### src/shared/float_cfg.svh
// Purpose: Field positions, special words and sizes of the float formats.
// Assumes: Included by bare name; definitions only.
// Notes: Native word is exponent, sign, fraction from the top down.
`ifndef FLOAT_CFG_SVH
`define FLOAT_CFG_SVH

`define WORD_W 32
`define FRAC_W 23
`define NAT_EXP_MSB 31
`define NAT_EXP_LSB 24
`define NAT_SIGN_BIT 23
`define NAT_ZERO_EXP 8'h80
`define NAT_ZERO_WORD 32'h80000000
`define NAT_MAX_POS 32'h7f7fffff
`define NAT_MAX_NEG 32'h7f800000
`define NAT_MIN_EXP 10'sh381
`define IEEE_SIGN_BIT 31
`define IEEE_EXP_MSB 30
`define IEEE_EXP_LSB 23
`define IEEE_BIAS 10'sh07f
`define IEEE_EXP_TOP 10'sh0ff
`define IEEE_EXP_ALL 8'hff
`define IEEE_EXP_NONE 8'h00
`define SAT_POS 32'h7fffffff
`define SAT_NEG 32'h80000000
`define SHIFT_W 5
`define EXT_REGS 8
`define EXT_BITS 8

`endif

### src/shared/float_pkg.sv
// Purpose: Types shared by the format converter and its integer unit.
// Assumes: Nothing beyond the synthesizable subset.
// Notes: Operation codes are plain selects, not states.
package float_pkg;

    typedef logic [31:0] word_t;

    typedef enum logic [2:0] {
        ADD_OP = 3'h0,
        ADD_WITH_CARRY_OP = 3'h1,
        SUB_OP = 3'h2,
        SUBTRACT_WITH_BORROW_OP = 3'h3,
        SHIFT_LEFT_OP = 3'h4,
        SHIFT_RIGHT_OP = 3'h5,
        ROTATE_LEFT_OP = 3'h6,
        ROTATE_RIGHT_OP = 3'h7
    } alu_op_e;

    typedef enum logic {
        TO_IEEE = 1'b0,
        TO_NATIVE = 1'b1
    } conv_dir_e;

    typedef struct packed {
        logic is_zero;
        logic is_denorm;
        logic is_inf;
        logic is_nan;
    } class_s;

endpackage : float_pkg

### src/shared/alu_carry_if.sv
// Purpose: Bundle between the converter top and its carry arithmetic unit.
// Assumes: Both ends in the same clock domain; the unit is combinational.
// Notes: The top drives operands, the unit answers in the same cycle.
`timescale 1ns/1ns
`default_nettype none
interface alu_carry_if;
    import float_pkg::*;
    alu_op_e op;
    word_t a;
    word_t b;
    logic carry_in;
    logic sat_mode;
    word_t result;
    logic carry_out;
    logic overflow;

    modport core (
        output op, a, b, carry_in, sat_mode,
        input result, carry_out, overflow
    );
    modport alu (
        input op, a, b, carry_in, sat_mode,
        output result, carry_out, overflow
    );
endinterface : alu_carry_if
`default_nettype wire

### src/core/float_format_convert.sv
// Purpose: Native/IEEE single float conversion and carry arithmetic.
// Assumes: All inputs synchronous to MCLK_IN; one request per cycle.
// Notes: Results appear in registers one clock after acceptance.
//
// Behaviour
// [RL1] Native word: 8-bit two's complement exponent, sign, 23-bit fraction.
// [RL2] Native mantissa is two's complement, hidden bit is inverse of sign.
// [RL3] Native exponent -128 means zero; produced zero has sign, fraction 0.
// [RL4] Non-zero native value is 2^e times 01.f or 10.f by sign.
// [RL5] IEEE word: sign on top, exponent biased by 127, 23-bit magnitude.
// [RL6] IEEE normal exponent gives (-1)^s times 2^(e-127) times 1.f.
// [RL7] IEEE exponent 0 zero or denormal; 255 infinity or NaN.
// [RL8] Add-with-carry and subtract-with-borrow fold the carry into results.
// [RL9] Carry follows arithmetic, shifts and rotates; software may write it.
// [RL10] Saturation mode loads limit values on overflow, else result wraps.
// [RL11] 32-bit integers, 24-bit mantissa, eight 8-bit extension registers.
// [RL12] One operand per cycle; converted word registered one clock later.
`timescale 1ns/1ns
`default_nettype none
`include "float_cfg.svh"
module float_format_convert #(
    parameter int EXT_REGS = `EXT_REGS,
    parameter int EXT_BITS = `EXT_BITS
) (
    input wire logic MCLK_IN,
    input wire logic RST_N_IN,
    input wire logic CONV_VALID_IN,
    input wire float_pkg::conv_dir_e CONV_DIR_IN,
    input wire float_pkg::word_t CONV_WORD_IN,
    output logic CONV_VALID_OUT,
    output float_pkg::word_t CONV_WORD_OUT,
    output float_pkg::class_s CONV_CLASS_OUT,
    input wire logic ALU_VALID_IN,
    input wire float_pkg::alu_op_e ALU_OP_IN,
    input wire float_pkg::word_t ALU_A_IN,
    input wire float_pkg::word_t ALU_B_IN,
    output logic ALU_VALID_OUT,
    output float_pkg::word_t ALU_RESULT_OUT,
    output logic ALU_OVERFLOW_OUT,
    input wire logic STATUS_WR_IN,
    input wire logic STATUS_CARRY_IN,
    input wire logic OVERFLOW_SATURATE_MODE_IN,
    output logic CARRY_OUT,
    input wire logic EXT_WR_IN,
    input wire logic [$clog2(EXT_REGS)-1:0] EXT_IDX_IN,
    input wire logic [EXT_BITS-1:0] EXT_BITS_IN,
    output logic [EXT_BITS-1:0] EXT_BITS_OUT
);
    import float_pkg::*;

    // --------------------
    // Elaboration checks
    // --------------------

    if (EXT_REGS < 2 || (EXT_REGS & (EXT_REGS - 1)) != 0) begin : g_bad_regs
        $error("EXT_REGS must be a power of two of at least 2.");
    end
    if (EXT_BITS < 1) begin : g_bad_bits
        $error("EXT_BITS must be at least 1.");
    end

    // --------------------
    // Native to IEEE
    // --------------------

    logic nat_sign;
    logic [`FRAC_W-1:0] nat_frac;
    logic signed [9:0] nat_exp;
    logic signed [9:0] n2i_exp;
    logic signed [9:0] n2i_bexp;
    logic [`FRAC_W-1:0] n2i_frac;
    word_t n2i_word;
    class_s n2i_class;

    always_comb begin
        nat_exp = {{2{CONV_WORD_IN[`NAT_EXP_MSB]}},
                   CONV_WORD_IN[`NAT_EXP_MSB:`NAT_EXP_LSB]}; // RL1
        nat_sign = CONV_WORD_IN[`NAT_SIGN_BIT]; // RL1
        nat_frac = CONV_WORD_IN[`FRAC_W-1:0]; // RL1
        n2i_exp = nat_exp;
        n2i_frac = nat_frac;
        n2i_word = '0;
        n2i_class = '0;
        // Magnitude of 01.f is 1.f; of 10.f is 2 - 0.f.
        if (nat_sign && nat_frac == '0) begin
            n2i_exp = nat_exp + 10'sh001; // RL4
            n2i_frac = '0;
        end else if (nat_sign) begin
            n2i_frac = '0 - nat_frac; // RL2
        end
        n2i_bexp = n2i_exp + `IEEE_BIAS; // RL6
        if (CONV_WORD_IN[`NAT_EXP_MSB:`NAT_EXP_LSB] == `NAT_ZERO_EXP) begin
            n2i_word = '0; // RL3
            n2i_class.is_zero = 1'b1;
        end else if (n2i_bexp >= `IEEE_EXP_TOP) begin
            // Only -2^128 lands here; it has no finite IEEE form.
            n2i_word = {nat_sign, `IEEE_EXP_ALL, {`FRAC_W{1'b0}}}; // RL7
        end else if (n2i_bexp == 10'sh000) begin
            // Exponent -127 becomes denormal; the last bit is dropped.
            n2i_word = {nat_sign, `IEEE_EXP_NONE,
                        1'b1, n2i_frac[`FRAC_W-1:1]}; // RL7
        end else begin
            n2i_word = {nat_sign, n2i_bexp[7:0], n2i_frac}; // RL5
        end
    end

    // --------------------
    // IEEE to native
    // --------------------

    logic ieee_sign;
    logic [7:0] ieee_exp;
    logic [`FRAC_W-1:0] ieee_frac;
    logic signed [9:0] i2n_exp;
    logic signed [9:0] i2n_exp_dec;
    logic [`FRAC_W-1:0] i2n_frac;
    logic i2n_pack;
    word_t i2n_word;
    class_s i2n_class;

    always_comb begin
        ieee_sign = CONV_WORD_IN[`IEEE_SIGN_BIT]; // RL5
        ieee_exp = CONV_WORD_IN[`IEEE_EXP_MSB:`IEEE_EXP_LSB]; // RL5
        ieee_frac = CONV_WORD_IN[`FRAC_W-1:0]; // RL5
        i2n_exp = {2'b00, ieee_exp} - `IEEE_BIAS; // RL6
        i2n_frac = ieee_frac;
        i2n_pack = 1'b0;
        i2n_word = `NAT_ZERO_WORD;
        i2n_class = '0;
        if (ieee_exp == `IEEE_EXP_ALL) begin
            if (ieee_frac != '0) begin
                // A NaN passes through untouched.
                i2n_word = CONV_WORD_IN; // RL7
                i2n_class.is_nan = 1'b1;
            end else begin
                i2n_word = ieee_sign ? `NAT_MAX_NEG : `NAT_MAX_POS; // RL7
                i2n_class.is_inf = 1'b1;
            end
        end else if (ieee_exp == `IEEE_EXP_NONE) begin
            if (ieee_frac == '0) begin
                i2n_word = `NAT_ZERO_WORD; // RL7
                i2n_class.is_zero = 1'b1;
            end else begin
                i2n_class.is_denorm = 1'b1;
                // 2^-126 * 0.1g is 2^-127 * 1.g; smaller values underflow.
                if (ieee_frac[`FRAC_W-1]) begin
                    i2n_exp = `NAT_MIN_EXP; // RL7
                    i2n_frac = {ieee_frac[`FRAC_W-2:0], 1'b0};
                    i2n_pack = 1'b1;
                end
            end
        end else begin
            i2n_pack = 1'b1; // RL6
        end
        i2n_exp_dec = i2n_exp - 10'sh001;
        if (i2n_pack) begin
            if (!ieee_sign) begin
                i2n_word = {i2n_exp[7:0], 1'b0, i2n_frac}; // RL4
            end else if (i2n_frac != '0) begin
                i2n_word = {i2n_exp[7:0], 1'b1, ~i2n_frac + 23'h1}; // RL2
            end else if (i2n_exp != `NAT_MIN_EXP) begin
                // -1.0 * 2^e is 10.0 * 2^(e-1).
                i2n_word = {i2n_exp_dec[7:0], 1'b1, {`FRAC_W{1'b0}}}; // RL4
            end else begin
                i2n_word = `NAT_ZERO_WORD; // RL3
            end
        end
    end

    // --------------------
    // Conversion result register
    // --------------------

    word_t conv_word_reg;
    word_t conv_word_next;
    class_s conv_class_reg;
    class_s conv_class_next;
    logic conv_valid_reg;
    logic conv_valid_next;

    always_comb begin
        conv_valid_next = CONV_VALID_IN; // RL12
        conv_word_next = conv_word_reg;
        conv_class_next = conv_class_reg;
        if (CONV_VALID_IN) begin
            if (CONV_DIR_IN == TO_NATIVE) begin
                conv_word_next = i2n_word; // RL12
                conv_class_next = i2n_class;
            end else begin
                conv_word_next = n2i_word; // RL12
                conv_class_next = n2i_class;
            end
        end
    end

    always_ff @(posedge MCLK_IN or negedge RST_N_IN) begin
        if (!RST_N_IN) begin
            conv_valid_reg <= 1'b0;
            conv_word_reg <= '0;
            conv_class_reg <= '0;
        end else begin
            conv_valid_reg <= conv_valid_next;
            conv_word_reg <= conv_word_next;
            conv_class_reg <= conv_class_next;
        end
    end

    assign CONV_VALID_OUT = conv_valid_reg;
    assign CONV_WORD_OUT = conv_word_reg;
    assign CONV_CLASS_OUT = conv_class_reg;

    // --------------------
    // Integer arithmetic and status carry
    // --------------------

    alu_carry_if alu_bus ();

    logic carry_reg;
    logic carry_next;
    word_t alu_result_reg;
    word_t alu_result_next;
    logic alu_ovf_reg;
    logic alu_ovf_next;
    logic alu_valid_reg;
    logic alu_valid_next;

    assign alu_bus.op = ALU_OP_IN;
    assign alu_bus.a = ALU_A_IN;
    assign alu_bus.b = ALU_B_IN;
    assign alu_bus.carry_in = carry_reg; // RL8
    assign alu_bus.sat_mode = OVERFLOW_SATURATE_MODE_IN; // RL10

    carry_alu u_carry_alu (
        .bus(alu_bus.alu)
    );

    always_comb begin
        alu_valid_next = ALU_VALID_IN;
        alu_result_next = alu_result_reg;
        alu_ovf_next = alu_ovf_reg;
        carry_next = carry_reg;
        if (ALU_VALID_IN) begin
            alu_result_next = alu_bus.result; // RL11
            alu_ovf_next = alu_bus.overflow;
            carry_next = alu_bus.carry_out; // RL9
        end
        // A direct status write is the later instruction, so it wins.
        if (STATUS_WR_IN) begin
            carry_next = STATUS_CARRY_IN; // RL9
        end
    end

    always_ff @(posedge MCLK_IN or negedge RST_N_IN) begin
        if (!RST_N_IN) begin
            alu_valid_reg <= 1'b0;
            alu_result_reg <= '0;
            alu_ovf_reg <= 1'b0;
            carry_reg <= 1'b0;
        end else begin
            alu_valid_reg <= alu_valid_next;
            alu_result_reg <= alu_result_next;
            alu_ovf_reg <= alu_ovf_next;
            carry_reg <= carry_next;
        end
    end

    assign ALU_VALID_OUT = alu_valid_reg;
    assign ALU_RESULT_OUT = alu_result_reg;
    assign ALU_OVERFLOW_OUT = alu_ovf_reg;
    assign CARRY_OUT = carry_reg;

    // --------------------
    // Extended-precision mantissa bits
    // --------------------

    logic [EXT_BITS-1:0] ext_mem_reg [EXT_REGS];
    logic [EXT_BITS-1:0] ext_mem_next [EXT_REGS];
    logic [EXT_BITS-1:0] ext_rd_reg;
    logic [EXT_BITS-1:0] ext_rd_next;

    for (genvar i = 0; i < EXT_REGS; i++) begin : g_ext
        always_comb begin
            ext_mem_next[i] = ext_mem_reg[i];
            if (EXT_WR_IN && EXT_IDX_IN == i) begin
                ext_mem_next[i] = EXT_BITS_IN; // RL11
            end
        end

        always_ff @(posedge MCLK_IN or negedge RST_N_IN) begin
            if (!RST_N_IN) begin
                ext_mem_reg[i] <= '0;
            end else begin
                ext_mem_reg[i] <= ext_mem_next[i];
            end
        end
    end

    // The read shows the stored value, not one being written this cycle.
    always_comb begin
        ext_rd_next = ext_mem_reg[EXT_IDX_IN]; // RL11
    end

    always_ff @(posedge MCLK_IN or negedge RST_N_IN) begin
        if (!RST_N_IN) begin
            ext_rd_reg <= '0;
        end else begin
            ext_rd_reg <= ext_rd_next;
        end
    end

    assign EXT_BITS_OUT = ext_rd_reg;

endmodule : float_format_convert
`default_nettype wire

### src/core/carry_alu.sv
// Purpose: 32-bit add, subtract, shift and rotate with a carry bit.
// Assumes: Shift and rotate counts come from the low bits of operand b.
// Notes: Purely combinational; the caller registers result and carry.
`timescale 1ns/1ns
`default_nettype none
`include "float_cfg.svh"
module carry_alu (
    alu_carry_if.alu bus
);
    import float_pkg::*;

    logic [32:0] sum;
    logic [32:0] sh;
    logic [63:0] rot;
    logic [`SHIFT_W-1:0] n;
    word_t res;
    logic cout;
    logic ovf;

    always_comb begin
        n = bus.b[`SHIFT_W-1:0];
        sum = '0;
        sh = '0;
        rot = '0;
        res = bus.a;
        cout = bus.carry_in;
        ovf = 1'b0;
        case (bus.op)
            ADD_OP, ADD_WITH_CARRY_OP: begin
                sum = {1'b0, bus.a} + {1'b0, bus.b};
                if (bus.op == ADD_WITH_CARRY_OP) begin
                    sum = sum + 33'(bus.carry_in); // RL8
                end
                res = sum[31:0];
                cout = sum[32]; // RL9
                ovf = (bus.a[31] == bus.b[31]) && (res[31] != bus.a[31]);
            end
            SUB_OP, SUBTRACT_WITH_BORROW_OP: begin
                sum = {1'b0, bus.a} - {1'b0, bus.b};
                if (bus.op == SUBTRACT_WITH_BORROW_OP) begin
                    sum = sum - 33'(bus.carry_in); // RL8
                end
                res = sum[31:0];
                // Carry holds the borrow so a high-word step can chain.
                cout = sum[32]; // RL9
                ovf = (bus.a[31] != bus.b[31]) && (res[31] != bus.a[31]);
            end
            SHIFT_LEFT_OP: begin
                sh = {1'b0, bus.a} << n;
                res = sh[31:0];
                if (n != '0) begin
                    cout = sh[32]; // RL9
                end
            end
            SHIFT_RIGHT_OP: begin
                sh = {bus.a, 1'b0} >> n;
                res = sh[32:1];
                if (n != '0) begin
                    cout = sh[0]; // RL9
                end
            end
            ROTATE_LEFT_OP: begin
                rot = {bus.a, bus.a} << n;
                res = rot[63:32];
                cout = res[0]; // RL9
            end
            ROTATE_RIGHT_OP: begin
                rot = {bus.a, bus.a} >> n;
                res = rot[31:0];
                cout = res[31]; // RL9
            end
            default: begin
                res = bus.a;
            end
        endcase
        // A wrapped sign shows the true result had the other sign.
        if (ovf && bus.sat_mode) begin
            res = res[31] ? `SAT_POS : `SAT_NEG; // RL10
        end
    end

    assign bus.result = res;
    assign bus.carry_out = cout;
    assign bus.overflow = ovf;

endmodule : carry_alu
`default_nettype wire

### config.mk
export PLATFORM = sky130hd
export DESIGN_NAME = float_format_convert
export DESIGN_NICKNAME = d
export VERILOG_FILES = /design/src/shared/float_pkg.sv /design/src/shared/alu_carry_if.sv /design/src/core/float_format_convert.sv /design/src/core/carry_alu.sv
export VERILOG_INCLUDE_DIRS = /design/src /design/src/shared
export SDC_FILE = /design/constraint.sdc
export NUM_CORES = 1
export LEC_CHECK = 0
export ABC_AREA = 1
export BUFFER_PORTS_ARGS = -buffer_cell sky130_fd_sc_hd__buf_2
export CORE_ASPECT_RATIO = 1.2
export CORE_MARGIN = 2
export CORE_UTILIZATION = 33
export DETAILED_ROUTE_END_ITERATION = 6
export PLACE_DENSITY = 0.53
export RECOVER_POWER = 100
export SYNTH_ARGS = -nofsm -noshare
export SYNTH_HDL_FRONTEND = slang
export SYNTH_SLANG_ARGS = --single-unit
### constraint.sdc
create_clock -name MCLK_IN -period 3 [get_ports MCLK_IN]
set_clock_uncertainty 0.05 [all_clocks]
set_input_delay 0.3 -clock MCLK_IN [delete_from_list [all_inputs] [get_ports MCLK_IN]]
set_output_delay 0.3 -clock MCLK_IN [all_outputs]
set_load 0.01 [all_outputs]
==> flow_summary_export.csv <==
group,metric,value,unit
synthesis,synth-compound-area-share,18.8,%
synthesis,synth.distinct_cells,65,
die,fp.dieW,236,µm
die,die_h,282,µm
critical_path,worst_ep_arrival_time,3320,ps
critical_path,cp_top_family,"simple AND/OR/NAND/NOR gates",
die,core_area,63600,µm²
global_routing,grt_pass1_wl,153,mm
synthesis,synthAdderAreaFrac,4.90,%
sta,fin_crit,3050,ps
synthesis,synthTopCellsByArea,"nand2_1, dfrtp_1, o21ai_0",
synthesis,yosysTopAreaCell,"nand2_1",
die,die_area,66500,µm²
run,cap_violations,0,
sta,rsz0062_at_grt,"yes",
route,ant_nets,0,
critical_path,slowest_delay,350,ps
synthesis,ys_warn_count,0,
global_routing,grt_usage,29.8,%
clocking,cts-buffers-inserted,17,
sta,worstMarginPinSlew,1080,ps
worst_hold_path,hp-start,"STATUS_WR_IN",
synthesis,ys_async_sr_fraction,100,%
die,row_count,101,
outcome,status,"finished, violations left",
route,drc,0,
synthesis,synth_edf_count,0,
global_routing,grt_pass1_vias,25900,
power_and_ir_drop,leakage,16.3,nW
synthesis,yosysSeqAreaShare,16.9,%
synthesis,synth-main-ff-cell,"dfrtp_1",
route,wire_per_inst,18.5,µm
critical_path,critical_path_class,"input pin to flop",
synthesis,synth_top_family_by_area,"simple AND/OR/NAND/NOR gates",
critical_path,cp_common_cell,"nand2_1",
placement,portBuffers,198,
cells_and_area,areaGrowthSynthToFinish,45.9,%
sta,max-slew-margin-rel,28.2,%
synthesis,synth.top_cell.area_share,23.5,%
synthesis,yosys-mux-area-fraction,0.895,%
critical_path,required,3270,ps
sta,period_share,102,%
critical_path,r2r-start,"CARRY_OUT$_DFFE_PN0P_",
cells_and_area,final_nets,4907,
sta,final.setup.tns,-816,ps
critical_path,cp-end-kind,"flop",
synthesis,synth.avg_cell_area,5.55,µm²
synthesis,syn_inst,3829,
sta,finalWorstSetupSlack,-50.8,ps
cells_and_area,largest_reg_flops,64,
clocking,cts_max_level,4,
sta,fmax,0.328,GHz
cells_and_area,drive_gt1_share,31.8,%
outcome,violations,"setup timing",
critical_path,cpMaxStageDelayCell,"ha_4",
sta,finalSetupViolCount,31,
clocking,cts_tree,"done",
route,num_vias,27900,
power_and_ir_drop,power_density,340,nW/µm²
route,drtPass1Iterations,6,
synthesis,ys_ff_latch,144,
clocking,clkTransAtPathRegs,60,ps
sta,drv_slew,0,
die,initial_core_util,33.4,%
placement,gp_congestion,0.984,
synthesis,netlist_area,21300,µm²
clocking,cts_max_path_buffers,2,
die,io_pins,199,
sta,hold_violations,0,
synthesis,synthXorXnorAreaFrac,4.29,%
global_routing,grt_antenna_before_repair,1,
global_routing,overflow,0,
synthesis,yosysMostFrequentCell,"nand2_1",
cells_and_area,fin_util,48.8,%
power_and_ir_drop,peakVddDrop,0.350,mV
critical_path,cp-start-kind,"input pin",
route,vias_per_cell,5.03,
synthesis,mappedNetlistNets,4030,
clocking,cts-root-buf,"clkbuf_16",
synthesis,synth_commonest_cells,"nand2_1, inv_1, o21ai_0",
critical_path,worst-path-buf-inv,2,
route,wirelength,103,mm
critical_path,cp_max_fo,7,
clocking,insertion_delay,430,ps
critical_path,startpoint,"ALU_A_IN[7]",
clocking,cts.sinks,144,
placement,dp_hpwl,85.7,mm
global_routing,grt_max_degree,82,
worst_hold_path,hold_class,"input pin to flop",
synthesis,synth-simple-area-share,41.9,%
route,drt_iter0_drc,2144,
placement,dp_slack,-827,ps
per-stage QoR:
| stage | hold slack, ps | cell area [µm²] | cells | power [mW] |
|---|---|---|---|---|
| 4_1_cts | 71.6 | 30000 | 5513 | 10.2 |
| 3_3_place_gp | 212 | 28600 | 5459 | 7.88 |
| 5_1_grt | 184 | 31000 | 5542 | 11.2 |
| 3_5_place_dp | 213 | 28600 | 5459 | 7.90 |
| 6_report | 188 | 31000 | 5543 | 10.5 |
| 2_1_floorplan | -45.6 | 21600 | 3829 | 5.16 |
worst register-to-register path: cells and delay by family, from the launching register on:
family / cells / cell delay, ps
fa+ha+maj: 1 / 240
flops: 1 / 410
buf+inv: 2 / 320
simple gates: 19 / 1790
final timing paths:
path / end / slack, ps / cells past startpoint
max: ALU_RESULT_OUT[8]$_DFFE_PN0P_ / -50 / 25
min: CARRY_OUT$_DFFE_PN0P_ / 190 / 5
max reg2reg: ALU_RESULT_OUT[12]$_DFFE_PN0P_ / 160 / 22
min reg2reg: ALU_RESULT_OUT[11]$_DFFE_PN0P_ / 420 / 2
max in group asynchronous: ext_mem_reg[62]$_DFFE_PN0P_ / 1810 / 3
min in group asynchronous: ext_mem_reg[40]$_DFFE_PN0P_ / 310 / 2
cells by family (layout without fill, tap and decap cells):
group / count (synthesis) / in the layout
compound gates: 735 / 735
flops: 144 / 144
fa+ha+maj: 82 / 82
mux: 19 / 19
xor+xnor: 96 / 96
simple gates: 2105 / 2106
other cells: 0 / 1
buf+inv: 648 / 1536
power by group:
part | switching [mW] | leakage (nW) | internal (mW)
registers | 0.202 | 1.78 | 2.27
logic | 3.43 | 14.2 | 2.51
clock network | 0.839 | 0.281 | 1.30
total | 4.47 | 16.3 | 6.08
cells in the final DEF (no fill, tap or decap), types with 12 or more instances in the layout:
master and count:
nand3_1 202, dfrtp_1 144, nor2_1 238, nor2_2 64, buf_4 805, ha_1 44, or2_2 23, nand2_1 1232
nand4_1 74, inv_2 57, nand2_4 17, a31oi_1 17, nand2_2 112, nor2_4 21, ha_4 29, a21oi_1 171
o21ai_0 362, nand3_2 29, nor3_1 38, a22oi_1 27, o21ai_1 46, mux2i_1 19, inv_1 405, buf_2 188
clkbuf_16 19, a21oi_2 24, xor2_1 73, nor3_2 12
final cells by class:
class | instances | area, µm²
diodes | 1 | 2.50
clock buffers | 17 | 425
clock inverters | 14 | 166
fillers | 6875 | 32500
inverters | 480 | 1860
multi-input cells | 3038 | 16400
flip-flops and latches | 144 | 3600
well taps | 824 | 1030
repair buffers | 1025 | 7500
timing repair:
item	4_1_cts	5_1_grt
hold endpoints to repair	42	0
pin swaps	18	108
buffers inserted	19	27
resized for setup	128	238
hold buffers	1	0
endpoints found under the setup margin	53	63
gates cloned	3	2
routing by layer:
metal / GRT usage [%] / routed length [µm] / vias up
li1: - / - / 14100
met1: 36.3 / 42500 / 12700
met2: 51.5 / 48200 / 933
met3: 2.42 / 4840 / 186
met4: 18.1 / 7180 / 0
met5: 0 / 0 / -
(Power assumes the default switching activity.)
